### config.mk
export PLATFORM = sky130hd
export DESIGN_NAME = tmon_dev_end_flat
export DESIGN_NICKNAME = d
export VERILOG_FILES = /design/src/tmon_pkg.sv /design/src/tmon_link_if.sv /design/src/tmon_dev_end.sv /design/src/flat_wrapper.sv
export VERILOG_INCLUDE_DIRS = /design/src
export SDC_FILE = /design/constraint.sdc
export NUM_CORES = 1
export LEC_CHECK = 0
export BUFFER_PORTS_ARGS = -buffer_cell sky130_fd_sc_hd__buf_2
export CORE_ASPECT_RATIO = 0.5
export CORE_MARGIN = 5
export CORE_UTILIZATION = 40
export DETAILED_ROUTE_END_ITERATION = 8
export GPL_ROUTABILITY_DRIVEN = 1
export PLACE_DENSITY = 0.67
export SLEW_MARGIN = 20
export SYNTH_ARGS = -nofsm -noshare
export SYNTH_HDL_FRONTEND = slang
export SYNTH_SLANG_ARGS = --single-unit
### constraint.sdc
create_clock -name clk_i -period 7 [get_ports clk_i]
set_input_delay 2.1 -clock clk_i [delete_from_list [all_inputs] [get_ports clk_i]]
set_output_delay 2.1 -clock clk_i [all_outputs]
set_load 0.1 [all_outputs]
### src/tmon_map.svh
// Register map, field positions, reset values and timing counts of the temperature monitor
`ifndef TMON_MAP_SVH
`define TMON_MAP_SVH

// ****************************************
// Read addresses
// ****************************************
`define TM_RD_LOCAL      8'h00
`define TM_RD_RVAL_HI    8'h01
`define TM_RD_STATUS     8'h02
`define TM_RD_CFG        8'h03
`define TM_RD_RATE       8'h04
`define TM_RD_LHL        8'h05
`define TM_RD_LLL        8'h06
`define TM_RD_RHL_HI     8'h07
`define TM_RD_RLL_HI     8'h08
`define TM_RD_RVAL_LO    8'h10
`define TM_RD_RSVD_A     8'h19
`define TM_RD_RSVD_B     8'h20
`define TM_RD_MAKER      8'hfe
`define TM_RD_REV        8'hff

// ****************************************
// Write addresses
// ****************************************
`define TM_WR_CFG        8'h09
`define TM_WR_RATE       8'h0a
`define TM_WR_LHL        8'h0b
`define TM_WR_LLL        8'h0c
`define TM_WR_RHL_HI     8'h0d
`define TM_WR_RLL_HI     8'h0e
`define TM_WR_ONESHOT    8'h0f
`define TM_WR_LAST       8'h14

// ****************************************
// Shared read and write addresses
// ****************************************
`define TM_RW_OFS_HI     8'h11
`define TM_RW_OFS_LO     8'h12
`define TM_RW_RHL_LO     8'h13
`define TM_RW_RLL_LO     8'h14

// ****************************************
// Reset values
// ****************************************
`define TM_RST_VALUE     8'h80
`define TM_RST_CFG       8'h00
`define TM_RST_RATE      8'h02
`define TM_RST_HIGH      8'h7f
`define TM_RST_LOW       8'hc9
`define TM_RST_ZERO      8'h00

// ****************************************
// Field positions
// ****************************************
`define TM_ST_BUSY       7
`define TM_ST_FLAG_HI    6
`define TM_ST_FLAG_LO    2
`define TM_CFG_MASK      7
`define TM_CFG_STANDBY_PIN_N      6

// ****************************************
// Remote value saturation limits, 8.3 format
// ****************************************
`define TM_SAT_MAX       11'h3ff
`define TM_SAT_MIN       11'h400

// ****************************************
// Link timing: half link period in host clocks
// ****************************************
`define TM_LINK_HALF     8

`endif

### src/tmon_pkg.sv
// Types shared by both ends of the temperature monitor link
`default_nettype none

package tmon_pkg;

  typedef enum logic [2:0] {
    TMON_OP_NONE,
    TMON_OP_PTR,
    TMON_OP_DATA,
    TMON_OP_READ,
    TMON_OP_ARA
  } tmon_op_t;

  typedef enum logic [1:0] {
    TMON_CMD_WRITE,
    TMON_CMD_READ,
    TMON_CMD_PTR,
    TMON_CMD_ARA
  } tmon_cmd_t;

endpackage

`default_nettype wire

### src/tmon_link_if.sv
// Link between the host end and the monitor end
`timescale 1ns/1ps
`default_nettype none

interface tmon_link_if;
  import tmon_pkg::*;

  logic           lk_clk;
  logic           lk_valid;
  tmon_op_t       lk_op;
  logic [7:0]     lk_data;
  logic [7:0]     lk_rdata;
  logic           alert_n;

  modport dev  (input lk_clk, lk_valid, lk_op, lk_data, output lk_rdata, alert_n);
  modport host (output lk_clk, lk_valid, lk_op, lk_data, input lk_rdata, alert_n);
endinterface

`default_nettype wire

### src/tmon_dev_end.sv
// Monitor end: register bank, status flags and alert latch
// Operation
// - Separate read and write addresses, except offset and remote low limits sharing 0x11..0x14
// - Master never writes above address 0x14
// - First written byte loads the pointer
// - Value registers written only by converter
// - Offset is signed 11 bits, hi/lo
// - Offset added to each remote result
// - Offset bytes reset to zero
// - Remote value saturates on overflow
// - Value, config and rate reset values
// - Limit high bytes reset values
// - Remote low bytes reset to zero
// - One-shot write starts one conversion
// - Status bit 7 shows busy
// - Status bits 6..3 limit flags
// - Status bit 2 open sensor
// - Any flag sets alert latch
// - Status read clears only ended flags
// - Status read leaves alert latch alone
// - Alert response releases latch when clean
// - Config bit 7 masks alert
// - One-shot in standby, one cycle
// - Strict greater / strict less compares
// - Flags stay until status read
`timescale 1ns/1ps
`include "tmon_map.svh"
`default_nettype none

module tmon_dev_end #(
  parameter logic [6:0] DEV_ADDR = 7'h2a,
  parameter logic [7:0] MAKER_ID = 8'h5a, // Arbitrary value
  parameter logic [7:0] REV_ID   = 8'h07  // Arbitrary value
) (
  input  wire logic        clk_i,
  input  wire logic        rst_b_i,
  tmon_link_if.dev         link,
  input  wire logic        conv_done_i,
  input  wire logic [7:0]  local_raw_i,
  input  wire logic [10:0] remote_raw_i,
  input  wire logic        open_i,
  input  wire logic        busy_i,
  input  wire logic        standby_pin_n_i,
  output logic             conv_start_o,
  output logic             standby_o
);
  import tmon_pkg::*;

  // ****************************************
  // Link and standby pin synchronisers
  // ****************************************
  logic        lclk_s1, lclk_s2, lclk_s3;
  logic        valid_s1, valid_s2;
  logic [2:0]  op_s1, op_s2;
  logic [7:0]  data_s1, data_s2;
  logic        pin_s1, pin_s2;

  always_ff @(posedge clk_i or negedge rst_b_i) begin
    if (!rst_b_i) begin
      lclk_s1  <= 1'b0;
      lclk_s2  <= 1'b0;
      lclk_s3  <= 1'b0;
      valid_s1 <= 1'b0;
      valid_s2 <= 1'b0;
      op_s1    <= 3'h0;
      op_s2    <= 3'h0;
      data_s1  <= 8'h00;
      data_s2  <= 8'h00;
      pin_s1   <= 1'b1;
      pin_s2   <= 1'b1;
    end else begin
      lclk_s1  <= link.lk_clk;
      lclk_s2  <= lclk_s1;
      lclk_s3  <= lclk_s2;
      valid_s1 <= link.lk_valid;
      valid_s2 <= valid_s1;
      op_s1    <= link.lk_op;
      op_s2    <= op_s1;
      data_s1  <= link.lk_data;
      data_s2  <= data_s1;
      pin_s1   <= standby_pin_n_i;
      pin_s2   <= pin_s1;
    end
  end

  tmon_op_t op;
  logic     exec;
  assign op   = tmon_op_t'(op_s2);
  assign exec = lclk_s2 & ~lclk_s3 & valid_s2;

  // ****************************************
  // Register state
  // ****************************************
  logic [7:0] ptr_reg, ptr_next;
  logic [7:0] local_reg, local_next, rhi_reg, rhi_next, rlo_reg, rlo_next;
  logic [7:0] cfg_reg, cfg_next, rate_reg, rate_next;
  logic [7:0] lhl_reg, lhl_next, lll_reg, lll_next;
  logic [7:0] rhl_reg, rhl_next, rll_reg, rll_next;
  logic [7:0] rhl_lo_reg, rhl_lo_next, rll_lo_reg, rll_lo_next;
  logic [7:0] ofs_hi_reg, ofs_hi_next, ofs_lo_reg, ofs_lo_next;
  logic [4:0] flags_reg, flags_next;
  logic       open_reg, open_next;
  logic       latch_reg, latch_next;
  logic [7:0] rdata_reg, rdata_next;
  logic       alert_n_reg, alert_n_next;
  logic       start_reg, start_next;
  logic       standby_pin_n_reg, standby_pin_n_next;

  // ****************************************
  // Offset addition with saturation
  // ****************************************
  logic signed [11:0] rsum;
  logic [10:0]        rsat;
  always_comb begin
    rsum = $signed({remote_raw_i[10], remote_raw_i}) +
           $signed({ofs_hi_reg[7], ofs_hi_reg, ofs_lo_reg[7:5]});
    if (rsum[11] != rsum[10]) begin
      rsat = rsum[11] ? `TM_SAT_MIN : `TM_SAT_MAX;
    end else begin
      rsat = rsum[10:0];
    end
  end

  // ****************************************
  // Limit comparisons and read decode
  // ****************************************
  logic [4:0] cond;
  logic [7:0] rd_byte;
  assign cond = {
    $signed(local_reg) > $signed(lhl_reg),
    $signed(local_reg) < $signed(lll_reg),
    $signed({rhi_reg, rlo_reg[7:5]}) > $signed({rhl_reg, rhl_lo_reg[7:5]}),
    $signed({rhi_reg, rlo_reg[7:5]}) < $signed({rll_reg, rll_lo_reg[7:5]}),
    open_reg
  };

  always_comb begin
    case (ptr_reg)
      `TM_RD_LOCAL:   rd_byte = local_reg;
      `TM_RD_RVAL_HI: rd_byte = rhi_reg;
      `TM_RD_STATUS:  rd_byte = {busy_i, flags_reg, 2'b00};
      `TM_RD_CFG:     rd_byte = cfg_reg;
      `TM_RD_RATE:    rd_byte = rate_reg;
      `TM_RD_LHL:     rd_byte = lhl_reg;
      `TM_RD_LLL:     rd_byte = lll_reg;
      `TM_RD_RHL_HI:  rd_byte = rhl_reg;
      `TM_RD_RLL_HI:  rd_byte = rll_reg;
      `TM_RD_RVAL_LO: rd_byte = rlo_reg;
      `TM_RW_OFS_HI:  rd_byte = ofs_hi_reg;
      `TM_RW_OFS_LO:  rd_byte = ofs_lo_reg;
      `TM_RW_RHL_LO:  rd_byte = rhl_lo_reg;
      `TM_RW_RLL_LO:  rd_byte = rll_lo_reg;
      `TM_RD_MAKER:   rd_byte = MAKER_ID;
      `TM_RD_REV:     rd_byte = REV_ID;
      default:        rd_byte = 8'h00;
    endcase
  end

  // ****************************************
  // Next-state logic
  // ****************************************
  always_comb begin
    ptr_next     = ptr_reg;
    local_next   = local_reg;
    rhi_next     = rhi_reg;
    rlo_next     = rlo_reg;
    cfg_next     = cfg_reg;
    rate_next    = rate_reg;
    lhl_next     = lhl_reg;
    lll_next     = lll_reg;
    rhl_next     = rhl_reg;
    rll_next     = rll_reg;
    rhl_lo_next  = rhl_lo_reg;
    rll_lo_next  = rll_lo_reg;
    ofs_hi_next  = ofs_hi_reg;
    ofs_lo_next  = ofs_lo_reg;
    open_next    = open_reg;
    rdata_next   = rdata_reg;
    start_next   = 1'b0;
    flags_next   = flags_reg | cond;
    latch_next   = latch_reg | (|flags_reg);

    if (conv_done_i) begin
      local_next = local_raw_i;
      rhi_next   = rsat[10:3];
      rlo_next   = {rsat[2:0], 5'h00};
      open_next  = open_i;
    end

    if (exec) begin
      unique case (op)
        TMON_OP_PTR:  ptr_next = data_s2;
        TMON_OP_DATA: begin
          case (ptr_reg)
            `TM_WR_CFG:     cfg_next    = data_s2;
            `TM_WR_RATE:    rate_next   = data_s2;
            `TM_WR_LHL:     lhl_next    = data_s2;
            `TM_WR_LLL:     lll_next    = data_s2;
            `TM_WR_RHL_HI:  rhl_next    = data_s2;
            `TM_WR_RLL_HI:  rll_next    = data_s2;
            `TM_WR_ONESHOT: start_next  = 1'b1;
            `TM_RW_OFS_HI:  ofs_hi_next = data_s2;
            `TM_RW_OFS_LO:  ofs_lo_next = {data_s2[7:5], 5'h00};
            `TM_RW_RHL_LO:  rhl_lo_next = {data_s2[7:5], 5'h00};
            `TM_RW_RLL_LO:  rll_lo_next = {data_s2[7:5], 5'h00};
            default:        ;
          endcase
        end
        TMON_OP_READ: begin
          rdata_next = rd_byte;
          if (ptr_reg == `TM_RD_STATUS) begin
            flags_next = cond;
          end
        end
        TMON_OP_ARA: begin
          rdata_next = {DEV_ADDR, 1'b0};
          if (flags_reg == 5'h00 && cond == 5'h00) begin
            latch_next = 1'b0;
          end
        end
        TMON_OP_NONE: ;
        default:      ;
      endcase
    end

    alert_n_next = ~(latch_next & ~cfg_next[`TM_CFG_MASK]);
    standby_pin_n_next    = cfg_next[`TM_CFG_STANDBY_PIN_N] | ~pin_s2;
  end

  // ****************************************
  // State registers
  // ****************************************
  always_ff @(posedge clk_i or negedge rst_b_i) begin
    if (!rst_b_i) begin
      ptr_reg     <= `TM_RST_ZERO;
      local_reg   <= `TM_RST_VALUE;
      rhi_reg     <= `TM_RST_VALUE;
      rlo_reg     <= `TM_RST_ZERO;
      cfg_reg     <= `TM_RST_CFG;
      rate_reg    <= `TM_RST_RATE;
      lhl_reg     <= `TM_RST_HIGH;
      lll_reg     <= `TM_RST_LOW;
      rhl_reg     <= `TM_RST_HIGH;
      rll_reg     <= `TM_RST_LOW;
      rhl_lo_reg  <= `TM_RST_ZERO;
      rll_lo_reg  <= `TM_RST_ZERO;
      ofs_hi_reg  <= `TM_RST_ZERO;
      ofs_lo_reg  <= `TM_RST_ZERO;
      flags_reg   <= 5'h00;
      open_reg    <= 1'b0;
      latch_reg   <= 1'b0;
      rdata_reg   <= 8'h00;
      alert_n_reg <= 1'b1;
      start_reg   <= 1'b0;
      standby_pin_n_reg    <= 1'b0;
    end else begin
      ptr_reg     <= ptr_next;
      local_reg   <= local_next;
      rhi_reg     <= rhi_next;
      rlo_reg     <= rlo_next;
      cfg_reg     <= cfg_next;
      rate_reg    <= rate_next;
      lhl_reg     <= lhl_next;
      lll_reg     <= lll_next;
      rhl_reg     <= rhl_next;
      rll_reg     <= rll_next;
      rhl_lo_reg  <= rhl_lo_next;
      rll_lo_reg  <= rll_lo_next;
      ofs_hi_reg  <= ofs_hi_next;
      ofs_lo_reg  <= ofs_lo_next;
      flags_reg   <= flags_next;
      open_reg    <= open_next;
      latch_reg   <= latch_next;
      rdata_reg   <= rdata_next;
      alert_n_reg <= alert_n_next;
      start_reg   <= start_next;
      standby_pin_n_reg    <= standby_pin_n_next;
    end
  end

  assign link.lk_rdata = rdata_reg;
  assign link.alert_n  = alert_n_reg;
  assign conv_start_o  = start_reg;
  assign standby_o     = standby_pin_n_reg;

endmodule

`default_nettype wire

### src/flat_wrapper.sv
// flat-port wrapper written by rule: the top's interface ports become plain ports
module tmon_dev_end_flat import tmon_pkg::*;
#(
  parameter logic [6:0] DEV_ADDR = 7'h2a,
  parameter logic [7:0] MAKER_ID = 8'h5a,                   
  parameter logic [7:0] REV_ID   = 8'h07                    
)
  (clk_i, rst_b_i, conv_done_i, local_raw_i, remote_raw_i, open_i, busy_i, standby_pin_n_i, conv_start_o, standby_o, link_lk_clk, link_lk_valid, link_lk_op, link_lk_data, link_lk_rdata, link_alert_n);
  tmon_link_if link_i ();
  input  wire logic clk_i;
  input  wire logic rst_b_i;
  input  wire logic conv_done_i;
  input  wire logic [7:0] local_raw_i;
  input  wire logic [10:0] remote_raw_i;
  input  wire logic open_i;
  input  wire logic busy_i;
  input  wire logic standby_pin_n_i;
  output logic conv_start_o;
  output logic standby_o;
  input wire logic [$bits(link_i.lk_clk)-1:0] link_lk_clk;
  input wire logic [$bits(link_i.lk_valid)-1:0] link_lk_valid;
  input wire logic [$bits(link_i.lk_op)-1:0] link_lk_op;
  input wire logic [$bits(link_i.lk_data)-1:0] link_lk_data;
  output wire logic [$bits(link_i.lk_rdata)-1:0] link_lk_rdata;
  output wire logic [$bits(link_i.alert_n)-1:0] link_alert_n;
  assign link_i.lk_clk = link_lk_clk;
  assign link_i.lk_valid = link_lk_valid;
  assign link_i.lk_op = link_lk_op;
  assign link_i.lk_data = link_lk_data;
  assign link_lk_rdata = link_i.lk_rdata;
  assign link_alert_n = link_i.alert_n;
  tmon_dev_end #(.DEV_ADDR(DEV_ADDR), .MAKER_ID(MAKER_ID), .REV_ID(REV_ID)) u_core (.clk_i(clk_i), .rst_b_i(rst_b_i), .link(link_i), .conv_done_i(conv_done_i), .local_raw_i(local_raw_i), .remote_raw_i(remote_raw_i), .open_i(open_i), .busy_i(busy_i), .standby_pin_n_i(standby_pin_n_i), .conv_start_o(conv_start_o), .standby_o(standby_o));
endmodule
==> results.toml, run 1 <==
[yosys]
synth_top_cell_by_area = "dfrtp_1"
synth_edf_count = 0
yosys-top-cells-area = "dfrtp_1 38%, dfstp_2 10%, mux2_2 8.5%"
syn_inst = 694
ys_top_cells_by_count = "111 x dfrtp_1, 67 x nand2_1, 55 x mux2_2, 55 x o21ai_0, 53 x inv_1"
yosys.area.top_type_share_pct = 38.3
yosysMostFrequentCell = "dfrtp_1"
synthMuxAreaShare_pct = 9.91
synth_compound_area_share_pct = 16.1
synthArstFlopShare_pct = 100
synth_xor_area_share_pct = 0.966
synth_area_um2 = 7260
yosys_warnings = 0
yosys.area_share.simple_pct = 11.5
synthFlopType = "dfrtp_1"
seq_area_frac_synth_pct = 48.4
ys_types = 60
syn-num-nets = 780
synth_fa_ha_area_share_pct = 8.66
post_synth.cell_area_avg_um2 = 10.5
ys_seq_elements = 139
synth_top_family_by_area = "compound AO/OA/AOI/OAI gates"

[clock_network]
ctsResizeCount = 0
clockBufferDepth = 2
cts_tree = "done"
cts-root-buf = "clkbuf_16"
cts_buffers = 17
post-cts-setup-buffer-count = 0
cts_hold_buf = 0
insertion_delay_ns = 0.43
ctsHtreeMaxLevel = 4
cts_sinks = 139
cts.clk_slew.worst_paths_ns = 0.07

[grt]
grt_first_pass_wirelength_um = 31500
grt_pass1_vias = 5431
antenna_found_initial = 0
grt_max_degree = 86
grt_usage_pct = 19.3
grt.overflow.total = 0

[timing]
worst_slew_pin_slew_ns = 1.13
fin_skew_ns = 0.0149
holdWs_ns = 0.349
setup_viol = 0
rsz0062_at_grt = "false"
fin_crit_sh_pct = 58.9
max_slew_margin_pct = 24.6
fmaxAchievable_ghz = 0.242
hold_viol = 0
slew_viol_final = 0
setup_tns_ns = 0
fin_crit_ns = 4.12

[floorplanning]
die_x_um = 200
die_y_um = 105
num_rows = 34
core_area_um2 = 17600
io_pins = 49
start_util_pct = 41.3
floorplan.die_area_um2 = 21100

[setup_path]
ff2ff_path_depth = 7
cp-end-kind = "flop"
cp.arrival_ns = 4.41
worstPathRequired_ns = 7.29
worstSetupStartpointType = "input pin"
critPathMaxFanout = 8
worstSetupPathType = "in -> reg"

[pwr]
irDropWorstVdd_v = 0.000118
power_density_nw_per_um2 = 262
p_leak_nw = 3.57

[routing]
dr_total_vias = 5657
ant_nets = 0
wirelength_um = 20200
wl_per_cell_um = 20.6
via_per_inst = 5.76
drc_errors = 0
dr.first_iter.drc_count = 678
firstDrtPassIters = 5

[status]
status = "complete, no violations"

[placement]
numPortBuffers = 48
gp_congestion = 0.998
dp_cells = 950
hpwl_um = 14700

[hold_path]
min_delay_path_depth = 0
hold_path_class = "reg -> reg"

[run]
maxCapViolCount = 0

[cells_and_area]
num_antenna_cells = 0
finalNonFillerCells = 982
fillers = 1602
drive_gt1_share_pct = 23.7
final_nets = 821
area_growth_pct = 14.5
[worst max-delay path, cell delays in order]
cell	delay, ns
buf_2	0.08
ha_1	0.18
inv_1	0.07
fa_1	0.42
nor2b_1	0.17
o2111ai_1	0.22
a21o_1	0.22
a211oi_1	0.44
nor2_1	0.25
nor2_1	0.17
o22ai_1	0.08
[logic make-up (layout without fill, tap and decap cells)]
group,after synthesis,in the layout
simple gates,171,171
fa+ha+maj,50,50
buf+inv,81,135
xor+xnor,8,8
compound gates,181,181
flops,139,139
mux,64,64
[layout make-up]
| type | count | area [um^2] | share of cell area (%) |
|---|---|---|---|
| multi-input cells | 474 | 3440 | 41.4 |
| repair buffers | 50 | 262 | 3.15 |
| flip-flops and latches | 139 | 3510 | 42.3 |
| clock inverters | 15 | 179 | 2.15 |
| well taps | 234 | 293 | 3.52 |
| clock buffers | 17 | 425 | 5.12 |
| inverters | 53 | 199 | 2.39 |
[path summary, 6_finish.rpt]
kind / end / slack (ns) / start
hold reg to reg: u_core.data_s2[2]$_DFF_PN0_ / 0.35 / u_core.data_s1[2]$_DFF_PN0_
setup reg to reg: u_core.link.lk_rdata[1]$_DFFE_PN0P_ / 3.88 / u_core.ptr_reg[2]$_DFFE_PN0P_
hold / removal: u_core.data_s2[2]$_DFF_PN0_ / 0.35 / u_core.data_s1[2]$_DFF_PN0_
setup / recovery: u_core.rhi_reg[3]$_DFFE_PN0P_ / 2.88 / remote_raw_i[0]
min in group asynchronous: u_core.data_s1[5]$_DFF_PN0_ / 1.67 / rst_b_i
max in group asynchronous: u_core.ofs_lo_reg[6]$_DFFE_PN0P_ / 4.13 / rst_b_i
[layout by cell type, fill, tap and decap left out, types with 8 or more instances in the layout]
cell	Yosys	layout
nor2_1	34	34
a21oi_1	23	23
dfrtp_1	111	111
nor2b_1	11	11
nand2_1	67	67
a211oi_1	11	11
dfstp_2	28	28
a31oi_1	8	8
clkbuf_16	0	17
a21o_1	12	12
nand3_1	14	14
o22ai_1	16	16
mux2_2	55	55
nand2b_1	8	8
a22oi_1	15	15
inv_1	53	53
ha_1	47	47
buf_2	8	47
o21ai_0	55	55
[per-layer routing]
metal	GRT usage, %	share of wire (%)
met2	27.8	42
met4	5.69	2.3
met5	0	0
met3	5.68	9.6
met1	28.2	46
[per-stage QoR]
| step | total power, mW | setup slack, ns | instance area [um^2] | utilization (%) |
|---|---|---|---|---|
| global route | 2.26 | 2.62 | 8310 | 47.3 |
| finish | 2.18 | 2.88 | 8310 | 47.3 |
| CTS | 2.18 | 2.92 | 8300 | 47.3 |
| floorplan | 1.16 | 2.90 | 7260 | - |
| detailed placement | 1.27 | 2.49 | 7700 | 43.8 |
| global placement | 1.27 | 2.59 | 7700 | 43.8 |
[power by group]
part           total [mW]  leakage [nW]  internal [mW]  switching [mW]
combinational       0.356          1.60          0.113           0.244
clock               0.908         0.288          0.482           0.425
sequential          0.914          1.69          0.846          0.0674
total                2.18          3.57           1.44           0.736
(Power assumes the default switching activity.)
==> inputs of run 2 (changes only) <==
Settings changed: PLACE_DENSITY 0.67 to 0.69.
Clock period 7 ns to 3.55 ns, I/O delays scaled along.
==> run 2 against run 1 <==
  * Worst setup slack lost 2.4 ns
  * Utilization grew 0.26 points
  * Worst hold slack got worse by 0.0027 ns
  * Non-clock buffer count increased by 5
  * Highest routed layer unchanged
  * Largest cell class unchanged
  * Die area is the same
  * Register-to-register slack worse by 3.0 ns
  * First-iteration DRC count up 1.0%
  * Count of clock-buffer cells in the layout increased by 1
  * Cell area rose by 0.54%
  * Clock power rose by 99%
  * Cell count rose by 0.51%
==> results.toml, run 2 (synthesis gave the netlist of run 1 again) <==
[pwr]
p_sw_mw = 1.40
combPwrFrac_pct = 16.5
clkPwrFrac_pct = 41.9
p_seq_share_pct = 41.6
irDropWorstVdd_v = 0.000308
finalPower_mw = 4.33
switching_share_pct = 32.4
power_density_nw_per_um2 = 518
p_leak_nw = 3.61
p_int_mw = 2.93

[timing]
max_slew_margin_pct = 46.0
holdWs_ns = 0.346
setup_tns_ns = 0
rsz0062_at_grt = "false"
fin_crit_ns = 3.04
fmaxAchievable_ghz = 0.329
fin_skew_ns = 0.0125
setup_ws_ns = 0.512
slew_viol_final = 0
worst_slew_pin_slew_ns = 0.807
fin_crit_sh_pct = 85.6
setup_viol = 0
hold_viol = 0

[clock_network]
cts_buffers = 17
cts-root-buf = "clkbuf_16"
cts.clk_slew.worst_paths_ns = 0.07
insertion_delay_ns = 0.42
cts_tree = "done"
ctsResizeCount = 0
ctsHtreeMaxLevel = 4
post-cts-setup-buffer-count = 0
clockBufferDepth = 2
cts_sinks = 139
cts_hold_buf = 0

[placement]
gp_congestion = 0.909
dpl_worst_slack_ns = 0.103
dp_cells = 955
hpwl_um = 15000
numPortBuffers = 48
placedInstanceArea_um2 = 7740

[grt]
grt.overflow.total = 0
grt_pass1_vias = 5563
grt_max_degree = 79
grt_usage_pct = 19.6
grt_first_pass_wirelength_um = 32200
antenna_found_initial = 0

[hold_path]
hold_path_class = "reg -> reg"
hp-start = "u_core.data_s1[4]$_DFF_PN0_"
min_delay_worst_endpoint = "u_core.data_s2[4]$_DFF_PN0_"
min_delay_path_depth = 0

[cells_and_area]
drive_gt1_share_pct = 24.0
regArea_um2 = 3510
multiInputGateArea_um2 = 3430
finalNonFillerCells = 987
fillers = 1636
final_common_cell = "dfrtp_1"
area_growth_pct = 15.1
layout_common_cells = "111 x dfrtp_1, 67 x nand2_1, 55 x o21ai_0, 55 x mux2_2, 53 x inv_1"
fin_util_pct = 47.5
final_area_um2 = 8350
num_antenna_cells = 0
final_nets = 826

[floorplanning]
die_x_um = 200
floorplan.die_area_um2 = 21100
start_util_pct = 41.3
die_y_um = 105
core_area_um2 = 17600
num_rows = 34
io_pins = 49

[routing]
dr.first_iter.drc_count = 685
wirelength_um = 20300
ant_nets = 0
dr_total_vias = 5668
drc_errors = 0
firstDrtPassIters = 6
wl_per_cell_um = 20.6
via_per_inst = 5.74

[setup_path]
cp.arrival_ns = 3.36
worstSetupStartpointType = "input pin"
cp-end-kind = "flop"
worstSetupPathType = "in -> reg"
setup.worst_path.start = "remote_raw_i[0]"
rr_startpoint = "u_core.ofs_lo_reg[5]$_DFFE_PN0P_"
ff2ff_path_depth = 11
slowest_stage = "fa_1"
critPathMaxFanout = 8
worstPathRequired_ns = 3.87
slowest_delay_ns = 0.42
worstPathCellList = "buf_2, ha_1, inv_1, fa_1, nor2b_1, o2111ai_1, a211oi_1, a211oi_1, buf_4, nor2_1, nor2_1, o22ai_1"
regToRegSetupSlack_ns = 0.84
r2r_end = "u_core.rlo_reg[7]$_DFFE_PN0P_"

[status]
status = "complete, no violations"

[run]
maxCapViolCount = 0
[run 2: metal layers]
layer  vias up  wire length [um]  track usage (%)
met5         -                 0                0
met4         0               297             4.47
met3        28              1790             5.25
met2       268              8660             28.4
met1      2786              9550             29.2
li1       2586                 -                -
[run 2: layout make-up]
type | instances | area share (%)
tap | 234 | 3.51
clock buffer | 18 | 5.26
timing repair buffer | 55 | 3.73
inverter | 53 | 2.38
clock inverter | 14 | 2.05
sequential | 139 | 42.1
multi-input combinational | 474 | 41.0
[run 2: worst max path at each step]
stage                                    end  slack [ns]  cells past startpoint
2_1_floorplan  u_core.rlo_reg[7]$_DFFE_PN0P_        0.48                     10
6_report       u_core.rlo_reg[7]$_DFFE_PN0P_        0.51                     12
4_1_cts        u_core.rlo_reg[7]$_DFFE_PN0P_        0.51                     12
5_1_grt        u_core.rhi_reg[2]$_DFFE_PN0P_        0.29                     12
3_5_place_dp   u_core.rlo_reg[7]$_DFFE_PN0P_        0.10                     12
3_3_place_gp   u_core.rlo_reg[7]$_DFFE_PN0P_        0.23                     12
[run 2: power groups by stage]
stage               logic, mW  clock network, mW  registers [mW]
finish                  0.713               1.81            1.80
global route            0.774               1.92            1.81
CTS                     0.703               1.84            1.80
detailed placement      0.699                  0            1.83
global placement        0.685                  0            1.82
floorplan               0.408                  0            1.87
[run 2: critical path, delay by kind of cell]
kind	cells	cell delay, ns
compound gates	4	0.70
fa+ha+maj	2	0.60
buf+inv	3	0.30
simple gates	3	0.68
==> inputs of run 3 (changes only) <==
==> constraint.sdc (replaced) <==
create_clock -name clk_i -period 3.55 [get_ports clk_i]
set_input_delay 0.355 -clock clk_i [delete_from_list [all_inputs] [get_ports clk_i]]
set_output_delay 0.355 -clock clk_i [all_outputs]
set_load 0.1 [all_outputs]
==> run 3 against run 2 <==
  * Combinational power up 2%
  * Sequential power about the same
  * Largest cell class unchanged
  * Cell area down 0.36%
  * Clock skew down 0.0040 ns
  * Worst setup slack better by 0.25 ns
  * Fmax up 8.8%
  * Cell count up 0.20%
  * Non-clock buffer count up 2
  * Count of clock-buffer cells in the layout down 1
  * Critical endpoint is now u_core.rlo_reg[6]$_DFFE_PN0P_
  * Global-route usage down 0.12 points
==> results.toml, run 3 (synthesis gave the netlist of run 1 again) <==
[cells_and_area]
final_nets = 828
num_antenna_cells = 0
fillers = 1643
multiInputGateArea_um2 = 3430
area_growth_pct = 14.7
drive_gt1_share_pct = 24.2
regArea_um2 = 3510
final_area_um2 = 8320
fin_util_pct = 47.4
layout_common_cells = "111 x dfrtp_1, 67 x nand2_1, 55 x o21ai_0, 55 x mux2_2, 53 x inv_1"
final_common_cell = "dfrtp_1"

[pwr]
clkPwrFrac_pct = 40.9
p_sw_mw = 1.43
switching_share_pct = 33.4
irDropWorstVdd_v = 0.000335
p_int_mw = 2.84
combPwrFrac_pct = 17.0
finalPower_mw = 4.27
p_seq_share_pct = 42.1
p_leak_nw = 3.60
power_density_nw_per_um2 = 513

[routing]
dr.first_iter.drc_count = 627
dr_total_vias = 5587
ant_nets = 0
wirelength_um = 20500
drc_errors = 0
wl_per_cell_um = 20.7
firstDrtPassIters = 6
via_per_inst = 5.65

[placement]
numPortBuffers = 48
gp_congestion = 0.902
hpwl_um = 15200
placedInstanceArea_um2 = 7740
dpl_worst_slack_ns = 0.728

[run]
maxCapViolCount = 0

[timing]
worst_slew_pin_slew_ns = 1.01
setup_tns_ns = 0
hold_viol = 0
fin_skew_ns = 0.00842
fin_crit_ns = 2.79
setup_ws_ns = 0.758
fin_crit_sh_pct = 78.6
setup_viol = 0
max_slew_margin_pct = 32.6
fmaxAchievable_ghz = 0.358
slew_viol_final = 0
rsz0062_at_grt = "false"

[clock_network]
insertion_delay_ns = 0.42
ctsHtreeMaxLevel = 4
cts_hold_buf = 0
clockBufferDepth = 2
post-cts-setup-buffer-count = 0
cts_sinks = 139
ctsResizeCount = 0
cts_buffers = 17
cts_tree = "done"
cts.clk_slew.worst_paths_ns = 0.07
cts-root-buf = "clkbuf_16"

[setup_path]
worstSetupPathType = "reg -> reg"
slowest_delay_ns = 0.44
cp-end-kind = "flop"
crit_path_frequent_cell = "nor2b_1"
cp.arrival_ns = 3.07
r2r_end = "u_core.rlo_reg[6]$_DFFE_PN0P_"
worstPathRequired_ns = 3.83
critical_path_buf_inv_count = 1
rr_startpoint = "u_core.ofs_lo_reg[5]$_DFFE_PN0P_"
regToRegSetupSlack_ns = 0.76
crit_family = "compound AO/OA/AOI/OAI gates"
ff2ff_path_depth = 10
critPathMaxFanout = 8
slowest_stage = "a211oi_1"
worstSetupStartpointType = "flop"
worstPathCellList = "ha_1, inv_1, fa_1, nor2b_1, o2111ai_1, a21o_1, a211oi_1, nor2_1, nor2b_1, o22ai_1"

[grt]
grt_usage_pct = 19.4
grt.overflow.total = 0
grt_first_pass_wirelength_um = 31700
antenna_found_initial = 0
grt_pass1_vias = 5410
grt_max_degree = 106

[floorplanning]
floorplan.die_area_um2 = 21100
die_y_um = 105
start_util_pct = 41.3
num_rows = 34
die_x_um = 200
io_pins = 49
core_area_um2 = 17600

[hold_path]
hold_path_class = "in -> async"

[status]
status = "complete, no violations"
run 3: cell types whose count changed in the layout (fill, tap and decap cells not counted), sizes merged:
cell	delta
buf	+2
bufinv	-1
clkbuf	-1
clkinv	-3
clkinvlp	+2
inv	+3
run 3: worst register-to-register path, cell delays in order (launching register included):
cell	delay, ns
dfrtp_1	0.37
ha_1	0.21
inv_1	0.07
fa_1	0.43
nor2b_1	0.19
o2111ai_1	0.22
a21o_1	0.22
a211oi_1	0.45
nor2_1	0.24
nor2b_1	0.18
o22ai_1	0.09
run 3: area by class of cell:
type,instances,share of cell area (%)
clock buffers,17,5.11
clock inverters,15,1.83
inverters,53,2.39
multi-input cells,474,41.2
flip-flops and latches,139,42.2
well taps,234,3.52
repair buffers,57,3.77
run 3: routing by layer:
layer  track usage, %  vias to the layer above  routed length [um]
met1             29.1                     2762                9770
li1                 -                     2592                   -
met2             27.9                      214                8690
met5                0                        -                   0
met3             5.03                       19                1760
met4             5.40                        0                 259
run 3: metrics by stage:
step,hold slack (ns),cells
CTS,0.0246,989
global placement,0.332,957
detailed placement,0.335,957
finish,0.0192,989
floorplan,0.0594,694
global route,0.0164,989
run 3: how the worst max path moves through the flow:
stage                                                start                       endpoint  slack [ns]  cells after the start
after floorplan              u_core.ptr_reg[4]$_DFFE_PN0P_     u_core.standby_o$_DFF_PN0_        1.16                      6
after global placement                     remote_raw_i[0]  u_core.rlo_reg[7]$_DFFE_PN0P_        0.86                     11
after detailed placement                   remote_raw_i[0]  u_core.rhi_reg[0]$_DFFE_PN0P_        0.73                     11
after CTS                 u_core.ofs_lo_reg[5]$_DFFE_PN0P_  u_core.rhi_reg[0]$_DFFE_PN0P_        0.78                     10
after global routing      u_core.ofs_lo_reg[5]$_DFFE_PN0P_  u_core.rhi_reg[0]$_DFFE_PN0P_        0.37                     10
final                     u_core.ofs_lo_reg[5]$_DFFE_PN0P_  u_core.rlo_reg[6]$_DFFE_PN0P_        0.76                     10
run 3: power by group through the flow:
| stage | Sequential, mW | Combinational [mW] | Clock (mW) |
|---|---|---|---|
| after floorplan | 1.87 | 0.408 | 0 |
| after global placement | 1.82 | 0.698 | 0 |
| after global routing | 1.81 | 0.783 | 1.84 |
| after detailed placement | 1.82 | 0.712 | 0 |
| after CTS | 1.79 | 0.716 | 1.77 |
| final | 1.80 | 0.725 | 1.75 |
